--- config.mk ---
export PLATFORM = sky130hd
export DESIGN_NAME = phy_analog_tuning_regs
export DESIGN_NICKNAME = d
export VERILOG_FILES = /design/src/logic/phy_tune_pkg.sv /design/src/logic/idle_pattern_gen.sv /design/src/logic/phy_analog_tuning_regs.sv /design/src/logic/supply_level_mux.sv
export SDC_FILE = /design/constraint.sdc
export NUM_CORES = 1
export LEC_CHECK = 0
export BUFFER_PORTS_ARGS = -buffer_cell sky130_fd_sc_hd__buf_2
export CAP_MARGIN = 20
export CORE_MARGIN = 2
export CORE_UTILIZATION = 60
export CTS_CLUSTER_SIZE = 8
export DETAILED_ROUTE_END_ITERATION = 10
export PLACE_DENSITY_LB_ADDON = 0.08
export SLEW_MARGIN = 10
export SYNTH_ARGS = -nofsm -noshare
export SYNTH_HDL_FRONTEND = slang
export SYNTH_SLANG_ARGS = --single-unit
--- constraint.sdc ---
create_clock -name REF_CLK -period 3.9 [get_ports REF_CLK]
set_input_delay 0.195 -clock REF_CLK [delete_from_list [all_inputs] [get_ports REF_CLK]]
set_output_delay 0.195 -clock REF_CLK [all_outputs]
set_load 0.01 [all_outputs]
--- src/logic/phy_tune_pkg.sv ---
package phy_tune_pkg;
    // Register indices; byte address is four times the index
    localparam logic [11:0] IDX_SWING = 12'h403;
    localparam logic [11:0] IDX_CLASS = 12'h404;
    localparam logic [11:0] IDX_ENERGY = 12'h40D;
    localparam logic [11:0] IDX_DC = 12'h410;
    localparam logic [11:0] IDX_FILTER = 12'h416;
    localparam logic [11:0] IDX_EQ = 12'h418;
    localparam logic [11:0] IDX_SUPPLY = 12'h41F;
    localparam logic [11:0] IDX_STATUS = 12'h421;
    localparam logic [11:0] IDX_DPD = 12'h428;
    localparam logic [11:0] IDX_IDLE_LOW = 12'h027;
    // Full register reset values, class codes and the DPD write mask
    localparam logic [15:0] RST_SWING = 16'h9FCF;
    localparam logic [15:0] RST_CLASS = 16'h0020;
    localparam logic [15:0] CLASS_B = 16'h0020;
    localparam logic [15:0] CLASS_A = 16'h0024;
    localparam logic [15:0] RST_ENERGY = 16'h0008;
    localparam logic [15:0] RST_DC = 16'h2000;
    localparam logic [15:0] RST_FILTER = 16'h0870;
    localparam logic [15:0] RST_EQ = 16'h0000;
    localparam logic [15:0] RST_SUPPLY = 16'h0000;
    localparam logic [15:0] RST_DPD = 16'h0000;
    localparam logic [15:0] RST_IDLE_LOW = 16'h0000;
    localparam logic [15:0] DPD_WMASK = 16'h003F;
    // Field positions, IO force and level codes, response codes
    localparam int SWING_LSB = 0;
    localparam int ENERGY_LSB = 0;
    localparam int DC_FIXED_BIT = 14;
    localparam int FILTER_LSB = 8;
    localparam int EQ_LSB = 8;
    localparam int CORE_FORCE_BIT = 12;
    localparam int IO_FORCE_LSB = 10;
    localparam int IDLE_MSB_BIT = 5;
    localparam int IDLE_EN_BIT = 4;
    localparam logic [1:0] IO_FORCE_ON = 2'h3;
    localparam logic [1:0] IO_LVL_33 = 2'h3;
    localparam logic [1:0] RESP_OKAY = 2'h0;
    localparam logic [1:0] RESP_SLVERR = 2'h2;
endpackage : phy_tune_pkg

--- src/logic/idle_pattern_gen.sv ---
`timescale 1ns/1ps
module idle_pattern_gen
    import phy_tune_pkg::*;
(
    input wire logic clk,
    input wire logic rst,
    input wire logic enable,
    input wire logic [4:0] zero_count,
    output logic bit_out
);
    logic [4:0] cnt_ff;
    logic [4:0] nxt_cnt;
    logic bit_ff;
    logic run;
    assign run = enable && (zero_count != 5'h00);
    assign nxt_cnt = (cnt_ff >= zero_count) ? 5'h00 : cnt_ff + 5'h01;
    always_ff @(posedge clk) begin
        if (rst || !run) begin
            cnt_ff <= 5'h00;
            bit_ff <= 1'b0;
        end else begin
            cnt_ff <= nxt_cnt;
            bit_ff <= (cnt_ff == 5'h00);
        end
    end
    assign bit_out = bit_ff;
endmodule : idle_pattern_gen

--- src/logic/phy_analog_tuning_regs.sv ---
// Added by the designer: the AXI4-Lite interface to the registers.
`timescale 1ns/1ps
// How it works
// - Swing field bits 3:0 selects 10 Mb/s swing, resets to 1111.
// - Class register: 0x0020 class B, 0x0024 class A, reset 0x0020.
// - Energy threshold bits 4:0 read-write, resets to 01000.
// - Bit 14 of DC control selects fixed DC correction, reset zero.
// - Filter one cut-off from bits 12:8, resets to 01000.
// - Equalizer controls from bits 13:8, reset all zeros.
// - Bit 12 one forces core supply as 3.3 V, else detection.
// - Bits 11:10 equal 11 force IO supply 3.3 V, else detection.
// - Status: bit 2 core level, bits 1:0 IO level, read-only.
// - Pattern length: bit 5 as MSB plus four low bits elsewhere.
// - Length zero clears the pattern counter.
// - Pattern sent only while test enable bit 4 is one.
module phy_analog_tuning_regs
    import phy_tune_pkg::*;
(
    input wire logic REF_CLK,
    input wire logic RST,
    input wire logic [13:0] S_AXI_AWADDR,
    input wire logic S_AXI_AWVALID,
    output logic S_AXI_AWREADY,
    input wire logic [31:0] S_AXI_WDATA,
    input wire logic [3:0] S_AXI_WSTRB,
    input wire logic S_AXI_WVALID,
    output logic S_AXI_WREADY,
    output logic [1:0] S_AXI_BRESP,
    output logic S_AXI_BVALID,
    input wire logic S_AXI_BREADY,
    input wire logic [13:0] S_AXI_ARADDR,
    input wire logic S_AXI_ARVALID,
    output logic S_AXI_ARREADY,
    output logic [31:0] S_AXI_RDATA,
    output logic [1:0] S_AXI_RRESP,
    output logic S_AXI_RVALID,
    input wire logic S_AXI_RREADY,
    input wire logic CORE_SUPPLY_DETECT,
    input wire logic [1:0] IO_DETECT,
    output logic [3:0] TX10_SWING,
    output logic CLASS_A_MODE,
    output logic [4:0] ENERGY_THRESHOLD,
    output logic DC_FIXED_EN,
    output logic [4:0] FILTER1_CUTOFF,
    output logic [5:0] EQ_CONTROL,
    output logic CORE_SUPPLY_IS_33,
    output logic [1:0] IO_LEVEL,
    output logic TX100_IDLE_BIT,
    output logic IDLE_TEST_ACTIVE
);
    logic [15:0] swing_ff, class_ff, energy_ff, dc_ff, filter_ff, eq_ff, supply_ff;
    logic [15:0] dpd_ff, idle_low_ff;
    logic aw_held_ff, w_held_ff, bvalid_ff, rvalid_ff, arready_ff;
    logic awready_ff, wready_ff;
    logic [13:0] awaddr_ff;
    logic [31:0] wdata_ff;
    logic [3:0] wstrb_ff;
    logic [1:0] bresp_ff, rresp_ff;
    logic [31:0] rdata_ff;
    logic core_lvl;
    logic [1:0] io_lvl;
    logic pat_bit;
    logic [3:0] swing_o_ff;
    logic class_o_ff, dc_o_ff, core_o_ff, idle_o_ff, pat_o_ff;
    logic [4:0] energy_o_ff, filter_o_ff;
    logic [5:0] eq_o_ff;
    logic [1:0] io_o_ff;

    // Write address/data capture, either order
    wire aw_take = S_AXI_AWVALID && awready_ff;
    wire w_take = S_AXI_WVALID && wready_ff;
    wire do_write = aw_held_ff && w_held_ff && !bvalid_ff;
    wire [11:0] widx = awaddr_ff[13:2];
    wire [15:0] wmask = {{8{wstrb_ff[1]}}, {8{wstrb_ff[0]}}};
    wire [15:0] wval = wdata_ff[15:0];
    wire aligned_w = (awaddr_ff[1:0] == 2'h0);
    wire hit_swing = aligned_w && (widx == IDX_SWING);
    wire hit_class = aligned_w && (widx == IDX_CLASS);
    wire hit_energy = aligned_w && (widx == IDX_ENERGY);
    wire hit_dc = aligned_w && (widx == IDX_DC);
    wire hit_filter = aligned_w && (widx == IDX_FILTER);
    wire hit_eq = aligned_w && (widx == IDX_EQ);
    wire hit_supply = aligned_w && (widx == IDX_SUPPLY);
    wire hit_dpd = aligned_w && (widx == IDX_DPD);
    wire hit_low = aligned_w && (widx == IDX_IDLE_LOW);
    wire hit_ro = aligned_w && (widx == IDX_STATUS);
    wire w_ok = hit_swing | hit_class | hit_energy | hit_dc | hit_filter | hit_eq
        | hit_supply | hit_dpd | hit_low | hit_ro;

    function automatic logic [15:0] merge(input logic [15:0] old, input logic [15:0] nv,
                                          input logic [15:0] m);
        merge = (old & ~m) | (nv & m);
    endfunction : merge

    always_ff @(posedge REF_CLK) begin
        if (RST) begin
            aw_held_ff <= 1'b0;
            w_held_ff <= 1'b0;
            awready_ff <= 1'b0;
            wready_ff <= 1'b0;
            awaddr_ff <= 14'h0000;
            wdata_ff <= 32'h00000000;
            wstrb_ff <= 4'h0;
            bvalid_ff <= 1'b0;
            bresp_ff <= RESP_OKAY;
        end else begin
            awready_ff <= !aw_held_ff && !aw_take && !bvalid_ff;
            wready_ff <= !w_held_ff && !w_take && !bvalid_ff;
            if (aw_take) begin
                aw_held_ff <= 1'b1;
                awaddr_ff <= S_AXI_AWADDR;
            end
            if (w_take) begin
                w_held_ff <= 1'b1;
                wdata_ff <= S_AXI_WDATA;
                wstrb_ff <= S_AXI_WSTRB;
            end
            if (do_write) begin
                bvalid_ff <= 1'b1;
                bresp_ff <= w_ok ? RESP_OKAY : RESP_SLVERR;
                aw_held_ff <= 1'b0;
                w_held_ff <= 1'b0;
            end else if (bvalid_ff && S_AXI_BREADY) begin
                bvalid_ff <= 1'b0;
            end
        end
    end

    always_ff @(posedge REF_CLK) begin
        if (RST) begin
            swing_ff <= RST_SWING;
            class_ff <= RST_CLASS;
            energy_ff <= RST_ENERGY;
            dc_ff <= RST_DC;
            filter_ff <= RST_FILTER;
            eq_ff <= RST_EQ;
            supply_ff <= RST_SUPPLY;
            dpd_ff <= RST_DPD;
            idle_low_ff <= RST_IDLE_LOW;
        end else if (do_write) begin
            if (hit_swing) swing_ff <= merge(swing_ff, wval, wmask);
            if (hit_class) class_ff <= merge(class_ff, wval, wmask);
            if (hit_energy) energy_ff <= merge(energy_ff, wval, wmask);
            if (hit_dc) dc_ff <= merge(dc_ff, wval, wmask);
            if (hit_filter) filter_ff <= merge(filter_ff, wval, wmask);
            if (hit_eq) eq_ff <= merge(eq_ff, wval, wmask);
            if (hit_supply) supply_ff <= merge(supply_ff, wval, wmask);
            if (hit_dpd) dpd_ff <= merge(dpd_ff, wval, wmask & DPD_WMASK);
            if (hit_low) idle_low_ff <= merge(idle_low_ff, wval, wmask);
        end
    end

    supply_level_mux u_supply (
        .clk(REF_CLK),
        .rst(RST),
        .force_core(supply_ff[CORE_FORCE_BIT]),
        .force_io(supply_ff[IO_FORCE_LSB +: 2]),
        .core_det_pin(CORE_SUPPLY_DETECT),
        .io_det_pin(IO_DETECT),
        .core_lvl(core_lvl),
        .io_lvl(io_lvl)
    );

    wire [4:0] idle_len = {dpd_ff[IDLE_MSB_BIT], idle_low_ff[3:0]};
    idle_pattern_gen u_idle (
        .clk(REF_CLK),
        .rst(RST),
        .enable(dpd_ff[IDLE_EN_BIT]),
        .zero_count(idle_len),
        .bit_out(pat_bit)
    );

    // Read path
    wire ar_take = S_AXI_ARVALID && arready_ff;
    wire [11:0] ridx = S_AXI_ARADDR[13:2];
    wire r_aligned = (S_AXI_ARADDR[1:0] == 2'h0);
    wire [15:0] status_val = {13'h0000, core_lvl, io_lvl};
    logic [15:0] rmux;
    logic rhit;
    always_comb begin
        rhit = r_aligned;
        case (ridx)
            IDX_SWING: rmux = swing_ff;
            IDX_CLASS: rmux = class_ff;
            IDX_ENERGY: rmux = energy_ff;
            IDX_DC: rmux = dc_ff;
            IDX_FILTER: rmux = filter_ff;
            IDX_EQ: rmux = eq_ff;
            IDX_SUPPLY: rmux = supply_ff;
            IDX_STATUS: rmux = status_val;
            IDX_DPD: rmux = dpd_ff;
            IDX_IDLE_LOW: rmux = idle_low_ff;
            default: begin
                rmux = 16'h0000;
                rhit = 1'b0;
            end
        endcase
    end

    always_ff @(posedge REF_CLK) begin
        if (RST) begin
            arready_ff <= 1'b0;
            rvalid_ff <= 1'b0;
            rdata_ff <= 32'h00000000;
            rresp_ff <= RESP_OKAY;
        end else begin
            arready_ff <= !rvalid_ff && !ar_take;
            if (ar_take) begin
                rvalid_ff <= 1'b1;
                rdata_ff <= {16'h0000, rhit ? rmux : 16'h0000};
                rresp_ff <= rhit ? RESP_OKAY : RESP_SLVERR;
            end else if (rvalid_ff && S_AXI_RREADY) begin
                rvalid_ff <= 1'b0;
            end
        end
    end

    // Registered analog controls
    always_ff @(posedge REF_CLK) begin
        if (RST) begin
            swing_o_ff <= 4'h0;
            class_o_ff <= 1'b0;
            energy_o_ff <= 5'h00;
            dc_o_ff <= 1'b0;
            filter_o_ff <= 5'h00;
            eq_o_ff <= 6'h00;
            core_o_ff <= 1'b0;
            io_o_ff <= 2'h0;
            idle_o_ff <= 1'b0;
            pat_o_ff <= 1'b0;
        end else begin
            swing_o_ff <= swing_ff[SWING_LSB +: 4];
            class_o_ff <= (class_ff == CLASS_A);
            energy_o_ff <= energy_ff[ENERGY_LSB +: 5];
            dc_o_ff <= dc_ff[DC_FIXED_BIT];
            filter_o_ff <= filter_ff[FILTER_LSB +: 5];
            eq_o_ff <= eq_ff[EQ_LSB +: 6];
            core_o_ff <= core_lvl;
            io_o_ff <= io_lvl;
            idle_o_ff <= dpd_ff[IDLE_EN_BIT];
            pat_o_ff <= pat_bit;
        end
    end

    assign S_AXI_AWREADY = awready_ff;
    assign S_AXI_WREADY = wready_ff;
    assign S_AXI_BVALID = bvalid_ff;
    assign S_AXI_BRESP = bresp_ff;
    assign S_AXI_ARREADY = arready_ff;
    assign S_AXI_RVALID = rvalid_ff;
    assign S_AXI_RDATA = rdata_ff;
    assign S_AXI_RRESP = rresp_ff;
    assign TX10_SWING = swing_o_ff;
    assign CLASS_A_MODE = class_o_ff;
    assign ENERGY_THRESHOLD = energy_o_ff;
    assign DC_FIXED_EN = dc_o_ff;
    assign FILTER1_CUTOFF = filter_o_ff;
    assign EQ_CONTROL = eq_o_ff;
    assign CORE_SUPPLY_IS_33 = core_o_ff;
    assign IO_LEVEL = io_o_ff;
    assign TX100_IDLE_BIT = pat_o_ff;
    assign IDLE_TEST_ACTIVE = idle_o_ff;

    property p_swing;
        @(posedge REF_CLK) disable iff (RST)
            !$past(RST) |-> TX10_SWING == $past(swing_ff[3:0]);
    endproperty
    a_swing: assert property (p_swing) else $error("swing output mismatch");
    property p_class;
        @(posedge REF_CLK) disable iff (RST)
            !$past(RST) |-> CLASS_A_MODE == ($past(class_ff) == CLASS_A);
    endproperty
    a_class: assert property (p_class) else $error("class decode wrong");
    property p_energy;
        @(posedge REF_CLK) disable iff (RST)
            !$past(RST) |-> ENERGY_THRESHOLD == $past(energy_ff[4:0]);
    endproperty
    a_energy: assert property (p_energy) else $error("threshold mismatch");
    property p_dc;
        @(posedge REF_CLK) disable iff (RST)
            !$past(RST) |-> DC_FIXED_EN == $past(dc_ff[14]);
    endproperty
    a_dc: assert property (p_dc) else $error("fixed dc mismatch");
    property p_filter;
        @(posedge REF_CLK) disable iff (RST)
            !$past(RST) |-> FILTER1_CUTOFF == $past(filter_ff[12:8]);
    endproperty
    a_filter: assert property (p_filter) else $error("cutoff mismatch");
    property p_eq;
        @(posedge REF_CLK) disable iff (RST)
            !$past(RST) |-> EQ_CONTROL == $past(eq_ff[13:8]);
    endproperty
    a_eq: assert property (p_eq) else $error("equalizer mismatch");
    property p_core;
        @(posedge REF_CLK) disable iff (RST) supply_ff[12] |=> CORE_SUPPLY_IS_33;
    endproperty
    a_core: assert property (p_core) else $error("core force ignored");
    property p_io;
        @(posedge REF_CLK) disable iff (RST) supply_ff[11:10] == 2'h3 |=> IO_LEVEL == 2'h3;
    endproperty
    a_io: assert property (p_io) else $error("io force ignored");
    property p_status;
        @(posedge REF_CLK) disable iff (RST)
            ar_take && r_aligned && (ridx == IDX_STATUS) |=>
                S_AXI_RDATA == {29'h0000000, $past(core_lvl), $past(io_lvl)};
    endproperty
    a_status: assert property (p_status) else $error("status read wrong");
    property p_idle_zero;
        @(posedge REF_CLK) disable iff (RST)
            (idle_len == 5'h00) ##1 (idle_len == 5'h00) |=> !TX100_IDLE_BIT;
    endproperty
    a_idle_zero: assert property (p_idle_zero) else $error("zero length sends");
    property p_idle_single;
        @(posedge REF_CLK) disable iff (RST) TX100_IDLE_BIT |=> !TX100_IDLE_BIT;
    endproperty
    a_idle_single: assert property (p_idle_single) else $error("double one");
    property p_idle_off;
        @(posedge REF_CLK) disable iff (RST) !dpd_ff[4] ##1 !dpd_ff[4] |=> !TX100_IDLE_BIT;
    endproperty
    a_idle_off: assert property (p_idle_off) else $error("pattern outside test");
    c_write: cover property (@(posedge REF_CLK) disable iff (RST) do_write && hit_class);
    c_read: cover property (@(posedge REF_CLK) disable iff (RST) ar_take);
    c_pattern: cover property (@(posedge REF_CLK) disable iff (RST) TX100_IDLE_BIT);
endmodule : phy_analog_tuning_regs

--- src/logic/supply_level_mux.sv ---
`timescale 1ns/1ps
module supply_level_mux
    import phy_tune_pkg::*;
(
    input wire logic clk,
    input wire logic rst,
    input wire logic force_core,
    input wire logic [1:0] force_io,
    input wire logic core_det_pin,
    input wire logic [1:0] io_det_pin,
    output logic core_lvl,
    output logic [1:0] io_lvl
);
    logic [2:0] sync1_ff;
    logic [2:0] sync2_ff;
    always_ff @(posedge clk) begin
        if (rst) begin
            sync1_ff <= 3'h0;
            sync2_ff <= 3'h0;
        end else begin
            sync1_ff <= {core_det_pin, io_det_pin};
            sync2_ff <= sync1_ff;
        end
    end
    assign core_lvl = force_core ? 1'b1 : sync2_ff[2];
    assign io_lvl = (force_io == IO_FORCE_ON) ? IO_LVL_33 : sync2_ff[1:0];
endmodule : supply_level_mux

; ---- Word-level counts from Yosys, hierarchy flattened
; Cells that the tools add are included.
[totals]
register_bits = 242
output_inout_bits = 68
elab_cells = 152
[classes]
add_sub_neg = 1
n_lt_le_gt_ge = 1
eq_ne = 22
n_mux = 11
bitwise = 31
reduce_logical = 50
[ops]
columns = cell, count
row1 = $eq A12 B11 Y1 const B, 18
row2 = $and A16 B16 Y16, 10
row3 = $pmux W16 S10, 1
row4 = $or A16 B16 Y16, 9
row5 = $eq A12 B6 Y1 const B, 2
row6 = $logic_and A1 B1 Y1, 23
row7 = $reduce_and A2 Y1, 9
row8 = $and A16 B6 Y16, 1
row9 = $eq A16 B6 Y1 const B, 1
row10 = $mux W16, 1
row11 = $not A16 Y16, 1
row12 = $not A6 Y16, 1
row13 = $reduce_or A10 Y1, 1
row14 = $or A1 B1 Y1, 9
row15 = $logic_not A1 Y1, 8
row16 = $mux W1, 6
row17 = $mux W2, 3
row18 = $add A5 B1 Y5 const B, 1
row19 = $ge A5 B5 Y1, 1
row20 = $logic_not A5 Y1, 1
row21 = $reduce_bool A5 Y1, 1
row22 = $logic_not A2 Y1, 2
row23 = $reduce_bool A2 Y1, 2
row24 = $reduce_or A2 Y1, 2
row25 = 2 further kinds, 2

; ---- Depth between registers and ports, before layout
[depth]
ltp_word = 12
depth_mapped = 8
depth_no_buf = 7

; ---- Hierarchy
; From an unflattened synthesis, not the netlist that was laid out.
[hier_totals]
cells_unflattened = 1072
hier_area_um2 = 10010.9
[modules_own_cells]
columns = mod, instances, cells_per_inst, area_each_um2, seq_area_each_um2
row1 = phy_analog_tuning_regs, 1, 1016, 9436.6, 4364.2
row2 = idle_pattern_gen, 1, 41, 395.4, 120.1
row3 = supply_level_mux, 1, 15, 178.9, 120.1

; ---- Least setup slack after synthesis
; No wires, ideal clock.
[synth_timing]
path_kind = reg2reg
start = reg awaddr_ff[8]
end = reg with a tool-made name
setup_time_ns = 0.129
t_arrival_ns = 1.949
required_time_ns = 3.771
setup_slack_ns = 1.821
path_stages_with_launch = 6
path_buffers = 0
period_less_slack_ns = 2.079
cell_sequence = dfxtp_1 or4_4 or3_4 nor3_4 mux2i_1 nand2_1
[synth_rtl]
columns = item, line_no
row1 = start: declaration, phy_analog_tuning_regs.sv:55  ; logic [13:0] awaddr_ff;
row2 = start signal: assignment, phy_analog_tuning_regs.sv:101  ; awaddr_ff <= 14'h0000;
row3 = start signal: assignment, phy_analog_tuning_regs.sv:111  ; awaddr_ff <= S_AXI_AWADDR;

==> flow_summary_export.csv <==
group,metric,value,unit
outcome,status,"finished clean",
sta,fin_crit_sh,65.5,%
floorplanning,io_pins,142,
clock_tree,cts_setup_buffers,0,
floorplanning,die_area,17700,um^2
sta,slew_violations,0,
sta,fmax,0.391,GHz
setup_path,setup.worst_path.class,"reg -> reg",
placement,dp_cells,1337,
min_path,hp-class,"in -> reg",
clock_tree,root_buffer,"clkbuf_16",
synth,synth_area_leader_cell,"dfxtp_1",
final_layout,fin_cells,1412,
final_layout,diodes,0,
power,p_leak,0.00473,uW
clock_tree,cts.clk_slew.worst_paths,50,ps
synth,yosysMostFrequentCell,"dfxtp_1",
detailed_routing,dr_total_vias,8298,
global_routing,grt_antenna_before_repair,0,
setup_path,crit_arrival,2890,ps
power,finalPower,5250,uW
sta,tightestPinTransition,1080,ps
final_layout,postLayoutCellArea,11700,um^2
setup_path,cp-startpoint,"awaddr_ff[12]$_SDFFE_PP0P_",
global_routing,gr-total-overflow,0,
floorplanning,start_util,60.8,%
sta,rsz0062_at_grt,"no",
sta,fin_crit,2560,ps
synth,async_reset_ff_share,0,%
final_layout,regArea,4600,um^2
synth,ys.flop_type,"dfxtp_1",
synth,synth_seq_cells,230,
floorplanning,rows,47,
clock_tree,hold_buffers,38,
global_routing,grt_pass1_wl,42700,um
power,ir_drop,0.000331,V
detailed_routing,ant_nets,0,
floorplanning,core_region_area,16500,um^2
detailed_routing,drc,0,
placement,placed_area,10400,um^2
clock_tree,cts_tree,"done",
synth,synth_common_cells,"dfxtp_1 (230), nor2_1 (130), nand2_1 (125), mux2i_1 (123), clkbuf_1 (51)",
synth,yosysUniqueCellTypes,74,
job,drv_cap,0,
placement,dp_hpwl,17700,um
sta,finalSetupViolCount,0,
synth,synth-edff-count,0,
clock_tree,cts_resized,0,
global_routing,track_usage,30.3,%
sta,clock_skew,11.4,ps
placement,gp_congestion,0.887,
clock_tree,insertion_delay,500,ps
detailed_routing,via_per_inst,5.88,
global_routing,grt_pass1_vias,7854,
global_routing,grt_max_degree,96,
final_layout,areaGrowthSynthToFinish,16.8,%
synth,ys.warnings.count,0,
clock_tree,cts.sinks,230,
synth,synth_top_area_share,46.0,%
synth,synth_area,10000,um^2
clock_tree,numCtsBuffers,34,
sta,slew_headroom,27.5,%
final_layout,n_fill_cell,1283,
floorplanning,dieWidth,133,um
final_layout,nNetsFinal,1272,
setup_path,worstSetupStartpointType,"register",
setup_path,critPathMaxFanout,8,
detailed_routing,wl,26700,um
synth,syn-mean-instance-area,9.26,um^2
floorplanning,die_y,133,um
power,p_per_area,449,nW/um^2
setup_path,regToRegStartpoint,"awaddr_ff[12]$_SDFFE_PP0P_",
final_layout,layout-drive-gt1-share,15.2,%
clock_tree,cts_htree_levels,2,
setup_path,cp.required,4240,ps
detailed_routing,drt-wirelength-per-cell,18.9,um
sta,hold_viol,0,
clock_tree,clockBufferDepth,3,
synth,synth_cells,1082,
synth,seq_area_frac_synth,46.0,%
final_layout,multi_input_area,4870,um^2
sta,setup_tns,0,ps
setup_path,crit_path_end_kind,"register",
synth,yosys-top-cells-area,"dfxtp_1 (46%), mux2i_1 (12%), nor2_1 (4.9%)",
min_path,hp-start,"RST",
detailed_routing,initialDrtViolationCount,701,
placement,port_buffers,105,
detailed_routing,drt_first_pass_iters,6,
critical path: stages (launching register included):
cell	delay, ps
dfxtp_1	440
nor4b_1	610
nand4_1	360
nor2_2	680
mux2i_1	260
nand2_1	60
cell usage in the layout (no fill, tap or decap), types with 3 or more instances in the layout:
master         instances
nand3_1               27
nor3_1                 5
o21ai_0               26
o21a_1                 6
a21o_1                 3
a211oi_1              13
buf_4                 11
a221oi_1              10
a222oi_1               7
o22ai_1               12
nor4_1                11
and2_1                11
nor2_2                 3
a31oi_1                3
o32ai_1                4
ha_1                   7
a21oi_1               43
buf_2                104
and3b_1                4
clkbuf_16             35
dlygate4sd3_1         38
nor2b_1               31
nor3b_1                4
nand2_1              125
nand3b_1               3
a22o_1                 5
nor2_1               130
a22oi_1               37
a221oi_2               5
nand3_2                6
dfxtp_1              230
and3_1                 3
nor4b_1                5
mux2i_1              123
inv_1                 12
nand4_1               14
nand2b_1               5
o31ai_1                4
conb_1                18
routing by layer:
metal | GRT usage (%) | wire, um | part of all wire (%)
met3 | 6.01 | 2100 | 7.9
met1 | 41.6 | 11800 | 44
met4 | 9.87 | 684 | 2.6
met2 | 48.2 | 12100 | 45
met5 | 0 | 0 | 0
through the flow:
step / util [%] / setup WS [ps] / hold WS [ps]
CTS: 71.0 / 1340 / 97.5
global route: 71.0 / 1140 / 117
finish: 71.0 / 1340 / 113
detailed placement: 63.2 / 1360 / 416
global placement: 63.2 / 1410 / 410
floorplan: - / 1820 / 275
final cells by class:
type,count,share of cell area (%)
inverter,13,0.417
tap,220,2.35
multi-input combinational,758,41.7
clock inverter,1,0.0749
timing repair buffer,154,8.51
clock buffer,36,7.61
sequential,230,39.4
cells by family (layout without fill, tap and decap cells):
group                      after synthesis  count (layout)  share of synthesized area [%]
muxes                                  123             123                           12.3
other                                    1              18                         0.0374
buffers and inverters                  111             204                           6.13
DFF                                    230             230                           46.0
adders and majority gates                7               7                          0.875
AOI/OAI and AO/OA                      189             189                           13.2
xor gates and xnor gates                 4               4                          0.350
and+or+nand+nor                        417             417                           21.2
where the power goes:
part / total (uW) / internal [uW] / switching, uW
clock: 2540 / 1590 / 957
sequential: 2430 / 2390 / 44.2
combinational: 277 / 101 / 176
total: 5250 / 4080 / 1180
path summary, 6_finish.rpt:
| kind | slack, ps | end | cells past startpoint |
|---|---|---|---|
| max | 1340 | register | 5 |
| min | 110 | register | 2 |
| max reg2reg | 1340 | register | 5 |
| min reg2reg | 430 | TX100_IDLE_BIT$_SDFF_PP0_ | 1 |
Power figures use the tool's default switching activity.
